--- config.mk ---
export PLATFORM = sky130hd
export DESIGN_NAME = acs_status
export DESIGN_NICKNAME = d
export VERILOG_FILES = /design/src/logic/acs_pkg.sv /design/src/logic/acs_sync2.sv /design/src/logic/acs_status.sv
export SDC_FILE = /design/constraint.sdc
export NUM_CORES = 1
export LEC_CHECK = 0
export BUFFER_PORTS_ARGS = -buffer_cell sky130_fd_sc_hd__buf_2
export CORE_ASPECT_RATIO = 1.5
export CORE_MARGIN = 1
export CORE_UTILIZATION = 47
export CTS_CLUSTER_DIAMETER = 50
export CTS_CLUSTER_SIZE = 20
export DETAILED_ROUTE_END_ITERATION = 10
export PLACE_DENSITY = 0.76
export SLEW_MARGIN = 25
export SYNTH_ARGS = -nofsm -noshare
export SYNTH_HDL_FRONTEND = slang
export SYNTH_SLANG_ARGS = --single-unit
--- constraint.sdc ---
create_clock -name mclk_i -period 1.55 [get_ports mclk_i]
set_input_delay 0.2325 -clock mclk_i [delete_from_list [all_inputs] [get_ports mclk_i]]
set_output_delay 0.2325 -clock mclk_i [all_outputs]
set_load 0.03 [all_outputs]
--- src/logic/acs_pkg.sv ---
// ****************************************************************
// axis command acknowledge and status constants
// ****************************************************************
package acs_pkg;

	localparam int ACS_ADDR_W = 4;
	localparam int ACS_DATA_W = 16;

	// ****************************************************************
	// register offsets (word indices on the plain register port)
	// ****************************************************************
	localparam logic [3:0] ACS_OFS_CMD = 4'h0;
	localparam logic [3:0] ACS_OFS_ACK = 4'h1;
	localparam logic [3:0] ACS_OFS_STATUS = 4'h2;
	localparam logic [3:0] ACS_OFS_IRQ_STAT = 4'h3;
	localparam logic [3:0] ACS_OFS_IRQ_MASK = 4'h4;
	localparam logic [3:0] ACS_OFS_CFG = 4'h5;
	localparam logic [3:0] ACS_OFS_FLAGS = 4'h6;

	// ****************************************************************
	// acknowledge word bit positions
	// ****************************************************************
	localparam int ACS_ACK_ABS = 0;
	localparam int ACS_ACK_REL = 1;
	localparam int ACS_ACK_SPEED = 2;
	localparam int ACS_ACK_INT_FEED = 5;
	localparam int ACS_ACK_LATCH_EN = 6;
	localparam int ACS_ACK_PRESET = 7;
	localparam int ACS_ACK_SYNC_POS = 8;
	localparam int ACS_ACK_SYNC_VEL = 9;
	localparam int ACS_ACK_SYNC_TRQ = 10;
	localparam int ACS_ACK_ORG_LATCH = 11;
	localparam int ACS_ACK_CAM = 12;
	localparam int ACS_ACK_UNUSED = 13;
	localparam int ACS_ACK_ORG_CLR = 14;
	localparam int ACS_ACK_LATCH_CLR = 15;

	// bits that exist in the acknowledge word
	localparam logic [15:0] ACS_ACK_USED_MASK = 16'hdfe7;
	// bits that start axis motion and so are gated by the stop flag
	localparam logic [15:0] ACS_START_MASK = 16'h1727;

	// ****************************************************************
	// command status word bit positions
	// ****************************************************************
	localparam int ACS_ST_BUSY = 0;
	localparam int ACS_ST_JOG_EN = 1;
	localparam int ACS_ST_DIRECT_EN = 2;
	localparam int ACS_ST_UNUSED = 3;

	// ****************************************************************
	// interrupt status / mask bit positions
	// ****************************************************************
	localparam int ACS_IRQ_W = 3;
	localparam int ACS_IRQ_ACK = 0;
	localparam int ACS_IRQ_REFUSED = 1;
	localparam int ACS_IRQ_BUSY_END = 2;

	// ****************************************************************
	// configuration and internal flag bit positions
	// ****************************************************************
	localparam int ACS_CFG_MEM_OP = 0;
	localparam int ACS_CFG_ASSIGNED = 1;
	localparam int ACS_FLG_STOP = 0;

	// ****************************************************************
	// reset values
	// ****************************************************************
	localparam logic [15:0] ACS_RST_WORD = 16'h0000;
	localparam logic [2:0] ACS_RST_IRQ = 3'h0;
	localparam logic [1:0] ACS_RST_CFG = 2'h2;

endpackage : acs_pkg

--- src/logic/acs_sync2.sv ---
`timescale 1ns/10ps
// ****************************************************************
// two-stage synchroniser for asynchronous pin levels
// ****************************************************************
module acs_sync2 #(
	parameter int WIDTH = 2
) (
	// clock, reset, enable
	input wire logic mclk_i,
	input wire logic arst_n_i,
	input wire logic ce_i,
	// levels
	input wire logic [WIDTH-1:0] async_i,
	output logic [WIDTH-1:0] sync_o
);

	logic [WIDTH-1:0] meta;

	// first stage feeds only the second stage
	always_ff @(posedge mclk_i or negedge arst_n_i) begin
		if (!arst_n_i) begin
			meta <= '0;
			sync_o <= '0;
		end else if (ce_i) begin
			meta <= async_i;
			sync_o <= meta;
		end
	end

endmodule : acs_sync2

--- src/logic/acs_status.sv ---
// Our own choice: the plain strobed port.
`timescale 1ns/10ps
// What this block does
// - A latch-enable or interrupt-mask command sets acknowledge bit 6.
// - A present position preset command sets acknowledge bit 7.
// - Synchronous feeding in position, velocity and torque form set bits 8, 9 and 10.
// - An origin position latch enable command sets acknowledge bit 11.
// - An electronic cam start command sets acknowledge bit 12.
// - A clear of the origin latch completion flag sets acknowledge bit 14.
// - A clear of the general latch completion flag sets acknowledge bit 15.
// - Status bit 0 is high for as long as the axis is operating.
// - In memory operation an axis not assigned in the configuration reads as busy.
// - Status bit 1 is high whenever a jog could be started.
// - Status bit 2 is high whenever direct operation could be started.
// - Absolute move, relative move and speed control set acknowledge bits 0, 1 and 2.
// - While the stop flag is high no start command is acknowledged.
module acs_status
	import acs_pkg::*;
(
	// clock, reset, enable
	input wire logic mclk_i,
	input wire logic arst_n_i,
	input wire logic ce_i,
	// register port
	input wire logic [ACS_ADDR_W-1:0] addr_i,
	input wire logic [ACS_DATA_W-1:0] wdata_i,
	input wire logic wr_i,
	input wire logic rd_i,
	output logic [ACS_DATA_W-1:0] rdata_o,
	// axis state from motion logic
	input wire logic axis_moving_i,
	input wire logic servo_locked_i,
	input wire logic axis_error_i,
	input wire logic stop_ack_i,
	// stop pins, asynchronous
	input wire logic estop_pin_i,
	input wire logic decel_pin_i,
	// status words and interrupt
	output logic [ACS_DATA_W-1:0] ack_word_o,
	output logic [ACS_DATA_W-1:0] status_word_o,
	output logic irq_o
);

	// ****************************************************************
	// registers and internal signals
	// ****************************************************************
	logic [ACS_DATA_W-1:0] cmd;
	logic [ACS_DATA_W-1:0] ack;
	logic [ACS_DATA_W-1:0] next_ack;
	logic [ACS_DATA_W-1:0] allowed;
	logic [ACS_DATA_W-1:0] status;
	logic [ACS_DATA_W-1:0] next_status;
	logic [ACS_IRQ_W-1:0] irq_stat;
	logic [ACS_IRQ_W-1:0] irq_mask;
	logic [ACS_IRQ_W-1:0] irq_set;
	logic [1:0] cfg;
	logic [1:0] pins_s;
	logic stop_flag;
	logic busy_now;
	logic jog_ok;
	logic direct_ok;
	logic start_ok;
	logic wr_cmd;
	logic wr_irq_stat;
	logic wr_irq_mask;
	logic wr_cfg;

	assign wr_cmd = wr_i && (addr_i == ACS_OFS_CMD);
	assign wr_irq_stat = wr_i && (addr_i == ACS_OFS_IRQ_STAT);
	assign wr_irq_mask = wr_i && (addr_i == ACS_OFS_IRQ_MASK);
	assign wr_cfg = wr_i && (addr_i == ACS_OFS_CFG);

	// ****************************************************************
	// stop pin synchronisation
	// ****************************************************************
	acs_sync2 #(
		.WIDTH(2)
	) u_pin_sync (
		.mclk_i(mclk_i),
		.arst_n_i(arst_n_i),
		.ce_i(ce_i),
		.async_i({decel_pin_i, estop_pin_i}),
		.sync_o(pins_s)
	);

	// stop flag follows an acknowledged stop bit or either stop pin
	always_ff @(posedge mclk_i or negedge arst_n_i) begin
		if (!arst_n_i) begin
			stop_flag <= 1'b0;
		end else if (ce_i) begin
			stop_flag <= stop_ack_i | (|pins_s);
		end
	end

	// ****************************************************************
	// command word, written by the controller
	// ****************************************************************
	always_ff @(posedge mclk_i or negedge arst_n_i) begin
		if (!arst_n_i) begin
			cmd <= ACS_RST_WORD;
		end else if (ce_i && wr_cmd) begin
			cmd <= wdata_i;
		end
	end

	// ****************************************************************
	// axis readiness
	// ****************************************************************
	// unassigned axes look busy in memory operation so no one starts them
	assign busy_now = axis_moving_i | (cfg[ACS_CFG_MEM_OP] & ~cfg[ACS_CFG_ASSIGNED]);
	assign jog_ok = ~busy_now & servo_locked_i & ~axis_error_i & ~stop_flag;
	assign direct_ok = ~busy_now & servo_locked_i & ~axis_error_i & ~stop_flag;
	assign start_ok = direct_ok & ~stop_flag;

	// ****************************************************************
	// acknowledge bits, one per command bit
	// ****************************************************************
	genvar gi;
	generate
		for (gi = 0; gi < ACS_DATA_W; gi++) begin : g_ack
			if (ACS_ACK_USED_MASK[gi]) begin : g_used
				// start bits wait for a ready axis, others are taken at once
				assign allowed[gi] = ACS_START_MASK[gi] ? start_ok : 1'b1;
				// held while the command stays, dropped when it goes
				assign next_ack[gi] = ack[gi] ? cmd[gi] : (cmd[gi] & allowed[gi]);
			end else begin : g_unused
				assign allowed[gi] = 1'b0;
				assign next_ack[gi] = 1'b0;
			end
		end
	endgenerate

	// bits 0-2, 5-12, 14, 15 all land here through the loop above
	always_ff @(posedge mclk_i or negedge arst_n_i) begin
		if (!arst_n_i) begin
			ack <= ACS_RST_WORD;
		end else if (ce_i) begin
			ack <= next_ack;
		end
	end

	assign ack_word_o = ack;

	// ****************************************************************
	// command status word
	// ****************************************************************
	always_comb begin
		next_status = ACS_RST_WORD;
		next_status[ACS_ST_BUSY] = busy_now;
		next_status[ACS_ST_JOG_EN] = jog_ok;
		next_status[ACS_ST_DIRECT_EN] = direct_ok;
		next_status[ACS_ST_UNUSED] = 1'b0;
	end

	always_ff @(posedge mclk_i or negedge arst_n_i) begin
		if (!arst_n_i) begin
			status <= ACS_RST_WORD;
		end else if (ce_i) begin
			status <= next_status;
		end
	end

	assign status_word_o = status;

	// ****************************************************************
	// configuration
	// ****************************************************************
	always_ff @(posedge mclk_i or negedge arst_n_i) begin
		if (!arst_n_i) begin
			cfg <= ACS_RST_CFG;
		end else if (ce_i && wr_cfg) begin
			cfg <= wdata_i[1:0];
		end
	end

	// ****************************************************************
	// interrupts
	// ****************************************************************
	always_comb begin
		irq_set = ACS_RST_IRQ;
		irq_set[ACS_IRQ_ACK] = |(next_ack & ~ack);
		irq_set[ACS_IRQ_REFUSED] = |(cmd & ACS_START_MASK & ~ack) & stop_flag;
		irq_set[ACS_IRQ_BUSY_END] = status[ACS_ST_BUSY] & ~busy_now;
	end

	// a set in the same cycle as a write-one clear wins
	always_ff @(posedge mclk_i or negedge arst_n_i) begin
		if (!arst_n_i) begin
			irq_stat <= ACS_RST_IRQ;
		end else if (ce_i) begin
			if (wr_irq_stat) begin
				irq_stat <= (irq_stat & ~wdata_i[ACS_IRQ_W-1:0]) | irq_set;
			end else begin
				irq_stat <= irq_stat | irq_set;
			end
		end
	end

	always_ff @(posedge mclk_i or negedge arst_n_i) begin
		if (!arst_n_i) begin
			irq_mask <= ACS_RST_IRQ;
		end else if (ce_i && wr_irq_mask) begin
			irq_mask <= wdata_i[ACS_IRQ_W-1:0];
		end
	end

	assign irq_o = |(irq_stat & irq_mask);

	// ****************************************************************
	// read port: data only in the cycle after the strobe
	// ****************************************************************
	always_ff @(posedge mclk_i or negedge arst_n_i) begin
		if (!arst_n_i) begin
			rdata_o <= ACS_RST_WORD;
		end else if (ce_i) begin
			rdata_o <= ACS_RST_WORD;
			if (rd_i) begin
				unique case (addr_i)
					ACS_OFS_CMD: begin
						rdata_o <= cmd;
					end
					ACS_OFS_ACK: begin
						rdata_o <= ack;
					end
					ACS_OFS_STATUS: begin
						rdata_o <= status;
					end
					ACS_OFS_IRQ_STAT: begin
						rdata_o <= {13'h0000, irq_stat};
					end
					ACS_OFS_IRQ_MASK: begin
						rdata_o <= {13'h0000, irq_mask};
					end
					ACS_OFS_CFG: begin
						rdata_o <= {14'h0000, cfg};
					end
					ACS_OFS_FLAGS: begin
						rdata_o <= {15'h0000, stop_flag};
					end
					default: begin
						rdata_o <= ACS_RST_WORD;
					end
				endcase
			end
		end
	end

	// ****************************************************************
	// checks
	// ****************************************************************
	property p_latch_en_ack;
		@(posedge mclk_i) disable iff (!arst_n_i)
		ce_i && cmd[ACS_ACK_LATCH_EN] && !ack[ACS_ACK_LATCH_EN] |=> ack[ACS_ACK_LATCH_EN];
	endproperty
	a_latch_en_ack: assert property (p_latch_en_ack) else $error("bit 6 not acknowledged");

	property p_preset_ack;
		@(posedge mclk_i) disable iff (!arst_n_i)
		ce_i && !ack[ACS_ACK_PRESET] ##1 ce_i && cmd[ACS_ACK_PRESET] |=> ack[ACS_ACK_PRESET];
	endproperty
	a_preset_ack: assert property (p_preset_ack) else $error("bit 7 not acknowledged");

	property p_sync_feed_ack;
		@(posedge mclk_i) disable iff (!arst_n_i)
		ce_i && start_ok && cmd[ACS_ACK_SYNC_VEL] |=> ack[ACS_ACK_SYNC_VEL];
	endproperty
	a_sync_feed_ack: assert property (p_sync_feed_ack) else $error("bit 9 not acknowledged");

	property p_org_latch_ack;
		@(posedge mclk_i) disable iff (!arst_n_i)
		ce_i && cmd[ACS_ACK_ORG_LATCH] |=> ack[ACS_ACK_ORG_LATCH];
	endproperty
	a_org_latch_ack: assert property (p_org_latch_ack) else $error("bit 11 not acknowledged");

	property p_cam_ack;
		@(posedge mclk_i) disable iff (!arst_n_i)
		ce_i && start_ok && cmd[ACS_ACK_CAM] |=> ack[ACS_ACK_CAM];
	endproperty
	a_cam_ack: assert property (p_cam_ack) else $error("bit 12 not acknowledged");

	property p_clear_acks;
		@(posedge mclk_i) disable iff (!arst_n_i)
		ce_i && cmd[ACS_ACK_ORG_CLR] && cmd[ACS_ACK_LATCH_CLR]
			|=> ack[ACS_ACK_ORG_CLR] && ack[ACS_ACK_LATCH_CLR];
	endproperty
	a_clear_acks: assert property (p_clear_acks) else $error("bits 14/15 not acknowledged");

	property p_busy;
		@(posedge mclk_i) disable iff (!arst_n_i)
		ce_i |=> status_word_o[ACS_ST_BUSY] == $past(busy_now);
	endproperty
	a_busy: assert property (p_busy) else $error("busy bit wrong");

	property p_unassigned_busy;
		@(posedge mclk_i) disable iff (!arst_n_i)
		ce_i && cfg[ACS_CFG_MEM_OP] && !cfg[ACS_CFG_ASSIGNED] |=> status_word_o[ACS_ST_BUSY];
	endproperty
	a_unassigned_busy: assert property (p_unassigned_busy) else $error("unassigned axis idle");

	property p_enables;
		@(posedge mclk_i) disable iff (!arst_n_i)
		ce_i |=> status_word_o[ACS_ST_JOG_EN] == $past(jog_ok)
			&& status_word_o[ACS_ST_DIRECT_EN] == $past(direct_ok);
	endproperty
	a_enables: assert property (p_enables) else $error("enable bits wrong");

	property p_move_ack;
		@(posedge mclk_i) disable iff (!arst_n_i)
		ce_i && start_ok && cmd[ACS_ACK_ABS] && cmd[ACS_ACK_SPEED]
			|=> ack[ACS_ACK_ABS] && ack[ACS_ACK_SPEED];
	endproperty
	a_move_ack: assert property (p_move_ack) else $error("move bits not acknowledged");

	property p_stop_blocks;
		@(posedge mclk_i) disable iff (!arst_n_i)
		ce_i && stop_flag |=> ((ack & ~$past(ack) & ACS_START_MASK) == 16'h0000);
	endproperty
	a_stop_blocks: assert property (p_stop_blocks) else $error("start taken under stop");

	property p_unused_zero;
		@(posedge mclk_i) disable iff (!arst_n_i)
		!ack_word_o[ACS_ACK_UNUSED] && !status_word_o[ACS_ST_UNUSED];
	endproperty
	a_unused_zero: assert property (p_unused_zero) else $error("unused bit set");

	property p_ack_drops;
		@(posedge mclk_i) disable iff (!arst_n_i)
		ce_i |=> ((ack & ~$past(cmd)) == 16'h0000);
	endproperty
	a_ack_drops: assert property (p_ack_drops) else $error("ack without command");

	// a low enable must hold every word, not only the bus side
	property p_ce_freeze;
		@(posedge mclk_i) disable iff (!arst_n_i)
		!ce_i |=> $stable(ack) && $stable(status) && $stable(cmd);
	endproperty
	a_ce_freeze: assert property (p_ce_freeze) else $error("state moved while frozen");

	property p_read_idle;
		@(posedge mclk_i) disable iff (!arst_n_i)
		ce_i && !rd_i |=> rdata_o == ACS_RST_WORD;
	endproperty
	a_read_idle: assert property (p_read_idle) else $error("read data outside its cycle");

	property p_irq_sticky;
		@(posedge mclk_i) disable iff (!arst_n_i)
		ce_i && irq_set[ACS_IRQ_ACK] |=> irq_stat[ACS_IRQ_ACK];
	endproperty
	a_irq_sticky: assert property (p_irq_sticky) else $error("ack event lost");

endmodule : acs_status

==> reports/results.txt, run 1 <==
Via density = 5.48
Most common cell in the synthesized netlist = dfrtp_1
Ys async rst share = 100%
Post-route setup TNS = -0.0499 ns
Setup Skew = 0.0128 ns
N_diodes = 0
Max-slew headroom = 51.6%
DR vias = 2267
# fillers = 488
IO Pins = 80
Synth area leader = dfrtp_1
Setup WS post-layout = -0.0499 ns
CP Class = register to output pin
Die Ht = 97.0 um
Core Box Area = 5790 um2
Crit path DAT = 1.37 ns
Clock sink count = 60
Max-cap violation count = 0
Synthesized area = 2830 um2
Global-route wire length before repair = 10600 um
Leak = 1.69 nW
Post-synthesis sequential area ratio = 53.2%
Max-slew violations = 0
Synth top area share = 52.3%
RSZ-0062 raised after global routing = yes
Final hold vios = 0
Post-synth EDFFs = 0
Pwr Density = 1310 nW/um2
CTS max path bufs = 2
Yosys reg bits = 60
GPL Wtd Cong = 0.853
Crit-path max FO = 2
Hold WS = 0.0809 ns
HP Class = input port to register
Top FF cell, synth = dfrtp_1
Ys Warns = 0
Req. time, crit path = 1.32 ns
Crit-path max cell delay = 0.39 ns
Most frequent cells after synthesis = dfrtp_1, nand2_1, buf_4
# rows = 34
Post-route ant nets = 0
GRT Residual Overflow = 0
DRC violations left = 0
Overall routed net length = 6580 um
Clock Latency Late Sink = 0.35 ns
Nets = 368
Max Freq = 625 MHz
Initial antenna violation count = 0
Clock-pin slew on the worst setup and hold paths = 0.08 ns
Largest net degree at the start of global routing = 33
Initial core utilization = 48.8%
Vias in the first global route = 2273
Crit share post-route = 103%
Final Total Pwr = 4.63 mW
Register area = 1510 um2
CTS tree = done
Final setup vio count = 1
DP Worst Slack = -0.000414 ns
Violated checks = setup timing
Crit-path leading delay family = flip-flops
Worst-Margin Slew = 0.726 ns
Layout area overhead = 25.2%
Status = finished with violations
Crit path buf inv count = 2
Area occupied by multi-input gates = 1110 um2
GRT Total Usage = 22.5%
Initial DRC Count = 120
CP endpoint kind = output pin
Width of the die = 65.3 um
TritonRoute pass-1 iters = 5
Hpwl dp = 4710 um
Root Buffer = clkbuf_8
H-tree levels = 3
Post-synth cell types = 47
Ranking of synthesized cells by area = dfrtp_1, mux2_2, buf_4, o2bb2ai_1, a22oi_1
VDD IR-drop max = 0.935 mV
Final core area utilization = 61.2%
Share of post-route cells with drive strength above 1 = 39.8%
Avg WL per Cell = 15.9 um
Mapped Cells = 253
Die area = 6330 um2
Startpoint Class = register
Critical path cell sequence = a222oi_1 > inv_1 > buf_6
Min Tclk post-route = 1.60 ns
TritonCTS buffer count = 9
Port buffer count = 63
Syn_area_per_cell = 11.2 um2
CP max-delay cell = dfrtp_1
-- registers in the layout (all words and copies together) (netlist names) --
signal,flops
ack_word_o,13
irq_stat,3
u_pin_sync.sync_o,2
cfg,2
cmd,16
rdata_o,16
stop_flag,1
irq_mask,3
u_pin_sync.meta,2
status_word_o,2
-- layer usage --
metal  global-route usage (%)  vias up  share of wire (%)
li1                         -     1040                  -
met1                     26.8     1114                 40
met2                     35.2       98                 51
met3                     6.96       15                6.5
met4                     12.7        0                2.4
met5                        0        -                  0
-- cells by family (layout without fill, tap and decap cells) --
logic type / after synthesis / count (layout) / share of synthesized area [%]
flops: 60 / 60 / 53.2
buf+inv: 46 / 120 / 9.79
other cells: 1 / 16 / 0.133
compound gates: 69 / 69 / 16.8
mux: 22 / 22 / 9.03
simple gates: 55 / 55 / 11.0
-- worst register-to-register path, cell delays in order, from the launching register on --
cell and delay (ns):
dfrtp_1 0.39, inv_2 0.07, o22ai_1 0.09, or4_4 0.54
a221o_1 0.32
-- repair_timing --
item                       in CTS  in global routing
hold buffers                    1                  0
resized for setup               2                  2
pin swaps                       1                  1
setup buffers                   3                  1
hold endpoints to repair       28                  0
setup endpoints to repair       2                  2
-- worst paths after layout --
check,startpoint,to,slack [ns],depth (start not counted)
max in group asynchronous,arst_n_i,cmd[1],0.48,3
hold / removal,wdata_i[15],cmd[15],0.08,3
setup / recovery,irq_stat[1],irq_o,-0.05,3
min in group asynchronous,arst_n_i,rdata_o[14],0.48,2
setup reg to reg,cmd[9],irq_stat[0],0.04,4
hold reg to reg,rdata_o[14],rdata_o[14],0.48,1
-- power breakdown --
part           switching, mW  internal, mW  total, mW
Sequential             0.174          1.79       1.97
Combinational          0.565         0.366      0.931
Clock                  0.652          1.08       1.73
-- final cells by class --
type	count	share of cell area [%]
clock inverters	7	3.50
flip-flops and latches	60	42.7
inverters	16	1.70
clock buffers	9	3.50
multi-input cells	162	31.3
repair buffers	88	14.8
well taps	72	2.55
-- through the flow --
step           std cells  instance area, um2
3_3_place_gp         393                3240
3_5_place_dp         393                3240
2_1_floorplan        268                2890
4_1_cts              413                3530
5_1_grt              414                3540
6_report             414                3540
-- cells in the final DEF (no fill, tap or decap), types with 4 or more instances in the layout --
cell	Yosys	routed
a21oi_1	10	10
a22oi_1	11	11
buf_2	5	62
buf_4	20	23
clkbuf_8	0	9
conb_1	1	16
dfrtp_1	59	53
dfrtp_2	0	6
inv_1	11	10
inv_2	5	6
mux2_1	4	4
mux2_2	14	14
nand2_1	22	22
nor2_1	13	13
o21ai_0	6	6
o21ai_1	10	10
o22ai_1	6	6
o2bb2ai_1	14	14
(Power assumes the default switching activity.)
==> inputs of run 2 (changes only) <==
--- a/config.mk
+++ b/config.mk
@@ -16,4 +16,5 @@
 export SLEW_MARGIN = 25
 export SYNTH_ARGS = -nofsm -noshare
 export SYNTH_HDL_FRONTEND = slang
+export SYNTH_HIERARCHICAL = 1
 export SYNTH_SLANG_ARGS = --single-unit
==> run 2 against run 1 <==
Against the previous run: register-to-register slack is essentially flat; the run now ends clean; critical path type unchanged; wire length shrank 1.9%; combinational power grew 0.5%; worst setup slack gained 0.053 ns; core utilization shrank 1.4 points; highest routed layer unchanged; final cell count shrank 1.4%; synthesized cell count shrank 1.2%; clock skew shrank 0.0054 ns; sequential power is essentially flat; synthesized area shrank 1.4%; global-route usage grew 0.26 points; first-iteration DRC count shrank 24%.
==> reports/results.txt, run 2 <==
Pwr Density = 1200 nW/um2 (-8.1%)
Max-slew violations = 0 (unchanged)
Most common cell in the synthesized netlist = dfrtp_1
Worst r2r src = cmd[9]
IO Pins = 80 (unchanged)
RSZ-0062 raised after global routing = yes
Via density = 5.45 (-0.54%)
Switching share of power = 31.4% (+1.4 points)
Root Buffer = clkbuf_8
DP Worst Slack = 0.0128 ns (+0.0132 ns)
Mapped Cells = 250 (-1.2%)
Post-synth cell types = 43 (-8.5%)
Top FF cell, synth = dfrtp_1
H-tree levels = 3 (unchanged)
Post-synth EDFFs = 0 (unchanged)
Layout area overhead = 23.2%
Leak = 1.64 nW (-3.1%)
Hold Crit Start = wdata_i[10]
Final setup vio count = 0 (-1)
Die Ht = 96.3 um (-0.68%)
Vias in the first global route = 2222 (-2.2%)
HP Class = input port to register
Max Freq = 646 MHz (+3.4%)
Crit-path max cell delay = 0.39 ns (about the same)
Reg power frac = 47.5% (+5.0 points)
Hold WS = 0.111 ns (+0.0297 ns)
Yosys reg bits = 60 (unchanged)
Crit-path max FO = 2 (unchanged)
Critical path cell sequence = a222oi_1 > inv_1 > buf_6
CTS max path bufs = 2 (unchanged)
Synthesized area = 2790 um2 (-1.4%)
Syn_area_per_cell = 11.1 um2 (-0.19%)
N_diodes = 0 (unchanged)
Worst R2R Path Depth = 4 (unchanged)
CP max-delay cell = dfrtp_1
Internal power = 2.83 mW (-13%)
Reg2reg end = irq_stat[0]
Most common cell after layout, fill and taps aside = buf_2
Clock sink count = 60 (unchanged)
Max-cap violation count = 0 (unchanged)
Clock-pin slew on the worst setup and hold paths = 0.06 ns (-0.02 ns)
Comb power frac = 22.7% (+2.6 points)
Width of the die = 64.9 um (-0.67%)
Clock Power Share = 29.8% (-7.6 points)
VDD IR-drop max = 0.731 mV (-22%)
Synth area leader = dfrtp_1
Port buffer count = 63 (unchanged)
Reg-to-reg slack, setup = 0.04 ns (about the same)
Req. time, crit path = 1.32 ns (about the same)
Placed instance count = 390 (-0.76%)
Final hold vios = 0 (unchanged)
Post-synthesis sequential area ratio = 53.9% (+0.74 points)
# fillers = 500 (+2.5%)
Startpoint Class = register
Commonest cells after routing, fill and taps aside = buf_2, dfrtp_1, nand2_1
CP Class = register to output pin
Ranking of synthesized cells by area = dfrtp_1, mux2_2, buf_4, o2bb2ai_1, a22oi_1
Most frequent cells after synthesis = dfrtp_1, nand2_1, buf_4
Share of post-route cells with drive strength above 1 = 39.9% (+0.11 points)
DRC violations left = 0 (unchanged)
TritonCTS buffer count = 9 (unchanged)
Ys Warns = 6 (+6)
Largest net degree at the start of global routing = 42 (+27%)
Die area = 6250 um2 (-1.3%)
Switching pwr = 1.30 mW (-6.8%)
Clock Latency Late Sink = 0.33 ns (-0.02 ns)
Cell area after layout = 3430 um2 (-3.0%)
Initial antenna violation count = 0 (unchanged)
Post-Layout Cell Count = 408 (-1.4%)
TritonRoute pass-1 iters = 4 (-1)
Crit path DAT = 1.31 ns (-0.06 ns)
DR vias = 2222 (-2.0%)
CP endpoint kind = output pin
DP Area = 3240 um2 (-0.15%)
Nets = 362 (-1.6%)
Avg WL per Cell = 15.8 um (-0.50%)
Initial DRC Count = 91 (-24%)
CTS tree = done
GRT Total Usage = 22.7% (+0.26 points)
Overall routed net length = 6460 um (-1.9%)
Setup WS post-layout = 0.00299 ns (+0.0529 ns)
Setup Skew = 0.00741 ns (-0.00543 ns)
Ys async rst share = 100% (unchanged)
GRT Residual Overflow = 0 (unchanged)
GPL Wtd Cong = 0.817 (-4.3%)
Hpwl dp = 4770 um (+1.3%)
Hold EP = cmd[10]
# rows = 34 (unchanged)
Initial core utilization = 48.5% (-0.31 points)
Global-route wire length before repair = 10400 um (-1.6%)
Crit share post-route = 99.8% (-3.4 points)
Post-route ant nets = 0 (unchanged)
Min-Delay Path Depth = 3 (unchanged)
Status = finished, final reports clean
Synth top area share = 53.0% (+0.73 points)
Min Tclk post-route = 1.55 ns (-0.0529 ns)
Core Box Area = 5740 um2 (-0.74%)
==> run 2: timing repair <==
item | in CTS | in global routing
pin swaps | 1 | 2
hold buffers | 1 | 0
resized for setup | 1 | 1
gates cloned | 0 | 0
buffers inserted | 1 | 0
setup endpoints to repair | 1 | 2
hold endpoints to repair | 5 | 0
==> run 2: kinds of logic (layout without fill, tap and decap cells) <==
family	Yosys count	count (layout)	synth area share [%]
compound gates	65	65	16.5
other cells	1	16	0.135
buf+inv	45	116	9.03
mux	23	23	9.52
flops	60	60	53.9
simple gates	56	56	10.9
==> run 2: worst max-delay path by stage <==
stage	startpoint	endpoint	slack [ns]	cells past startpoint
after floorplan	ack_word_o[9]	irq_stat[0]	0.009	3
after global placement	cmd[9]	irq_stat[0]	0.04	4
after detailed placement	cmd[9]	irq_stat[0]	0.01	4
after CTS	cmd[9]	irq_stat[0]	0.002	4
after global routing	irq_stat[1]	irq_o	-0.04	3
final	irq_stat[1]	irq_o	0.003	3
==> run 2: metal layers <==
layer  up-vias  global-route usage (%)  share of wire, %
li1       1023                       -                 -
met1      1086                    26.9                41
met2        92                    37.7                51
met3        21                    4.03               4.6
met4         0                    15.0               3.3
met5         -                       0                 0
==> run 2: final cells by class <==
cell class                      count  area [um2]  share of cell area [%]
Tap cell                           72        90.1                    2.62
Clock buffer                       14         163                    4.74
Multi-Input combinational cell    160        1090                    31.7
Inverter                           15        56.3                    1.64
Clock inverter                      2        10.0                   0.292
Sequential cell                    60        1510                    44.0
Timing Repair Buffer               85         514                    15.0
==> run 2: through the flow <==
stage / util [%] / total power, mW / setup TNS (ns)
global placement: 56.3 / 2.88 / 0
finish: 59.8 / 4.12 / 0
detailed placement: 56.3 / 2.91 / 0
CTS: 59.7 / 4.15 / 0
global route: 59.8 / 4.32 / -0.0728
floorplan: - / 2.58 / 0
==> run 2: power groups by stage <==
stage / Combinational (mW) / Sequential (mW) / Clock, mW
final: 0.936 / 1.96 / 1.23
after global routing: 1.02 / 1.99 / 1.31
after CTS: 0.936 / 1.96 / 1.25
after detailed placement: 0.924 / 1.99 / 0
after global placement: 0.903 / 1.98 / 0
after floorplan: 0.473 / 2.11 / 0
==> run 2: critical path: cells and delay by family, from the launching register on <==
family	cells	cell delay, ns
AO/OA/AOI/OAI	1	0.36
buffers and inverters	2	0.24
flip-flops	1	0.39
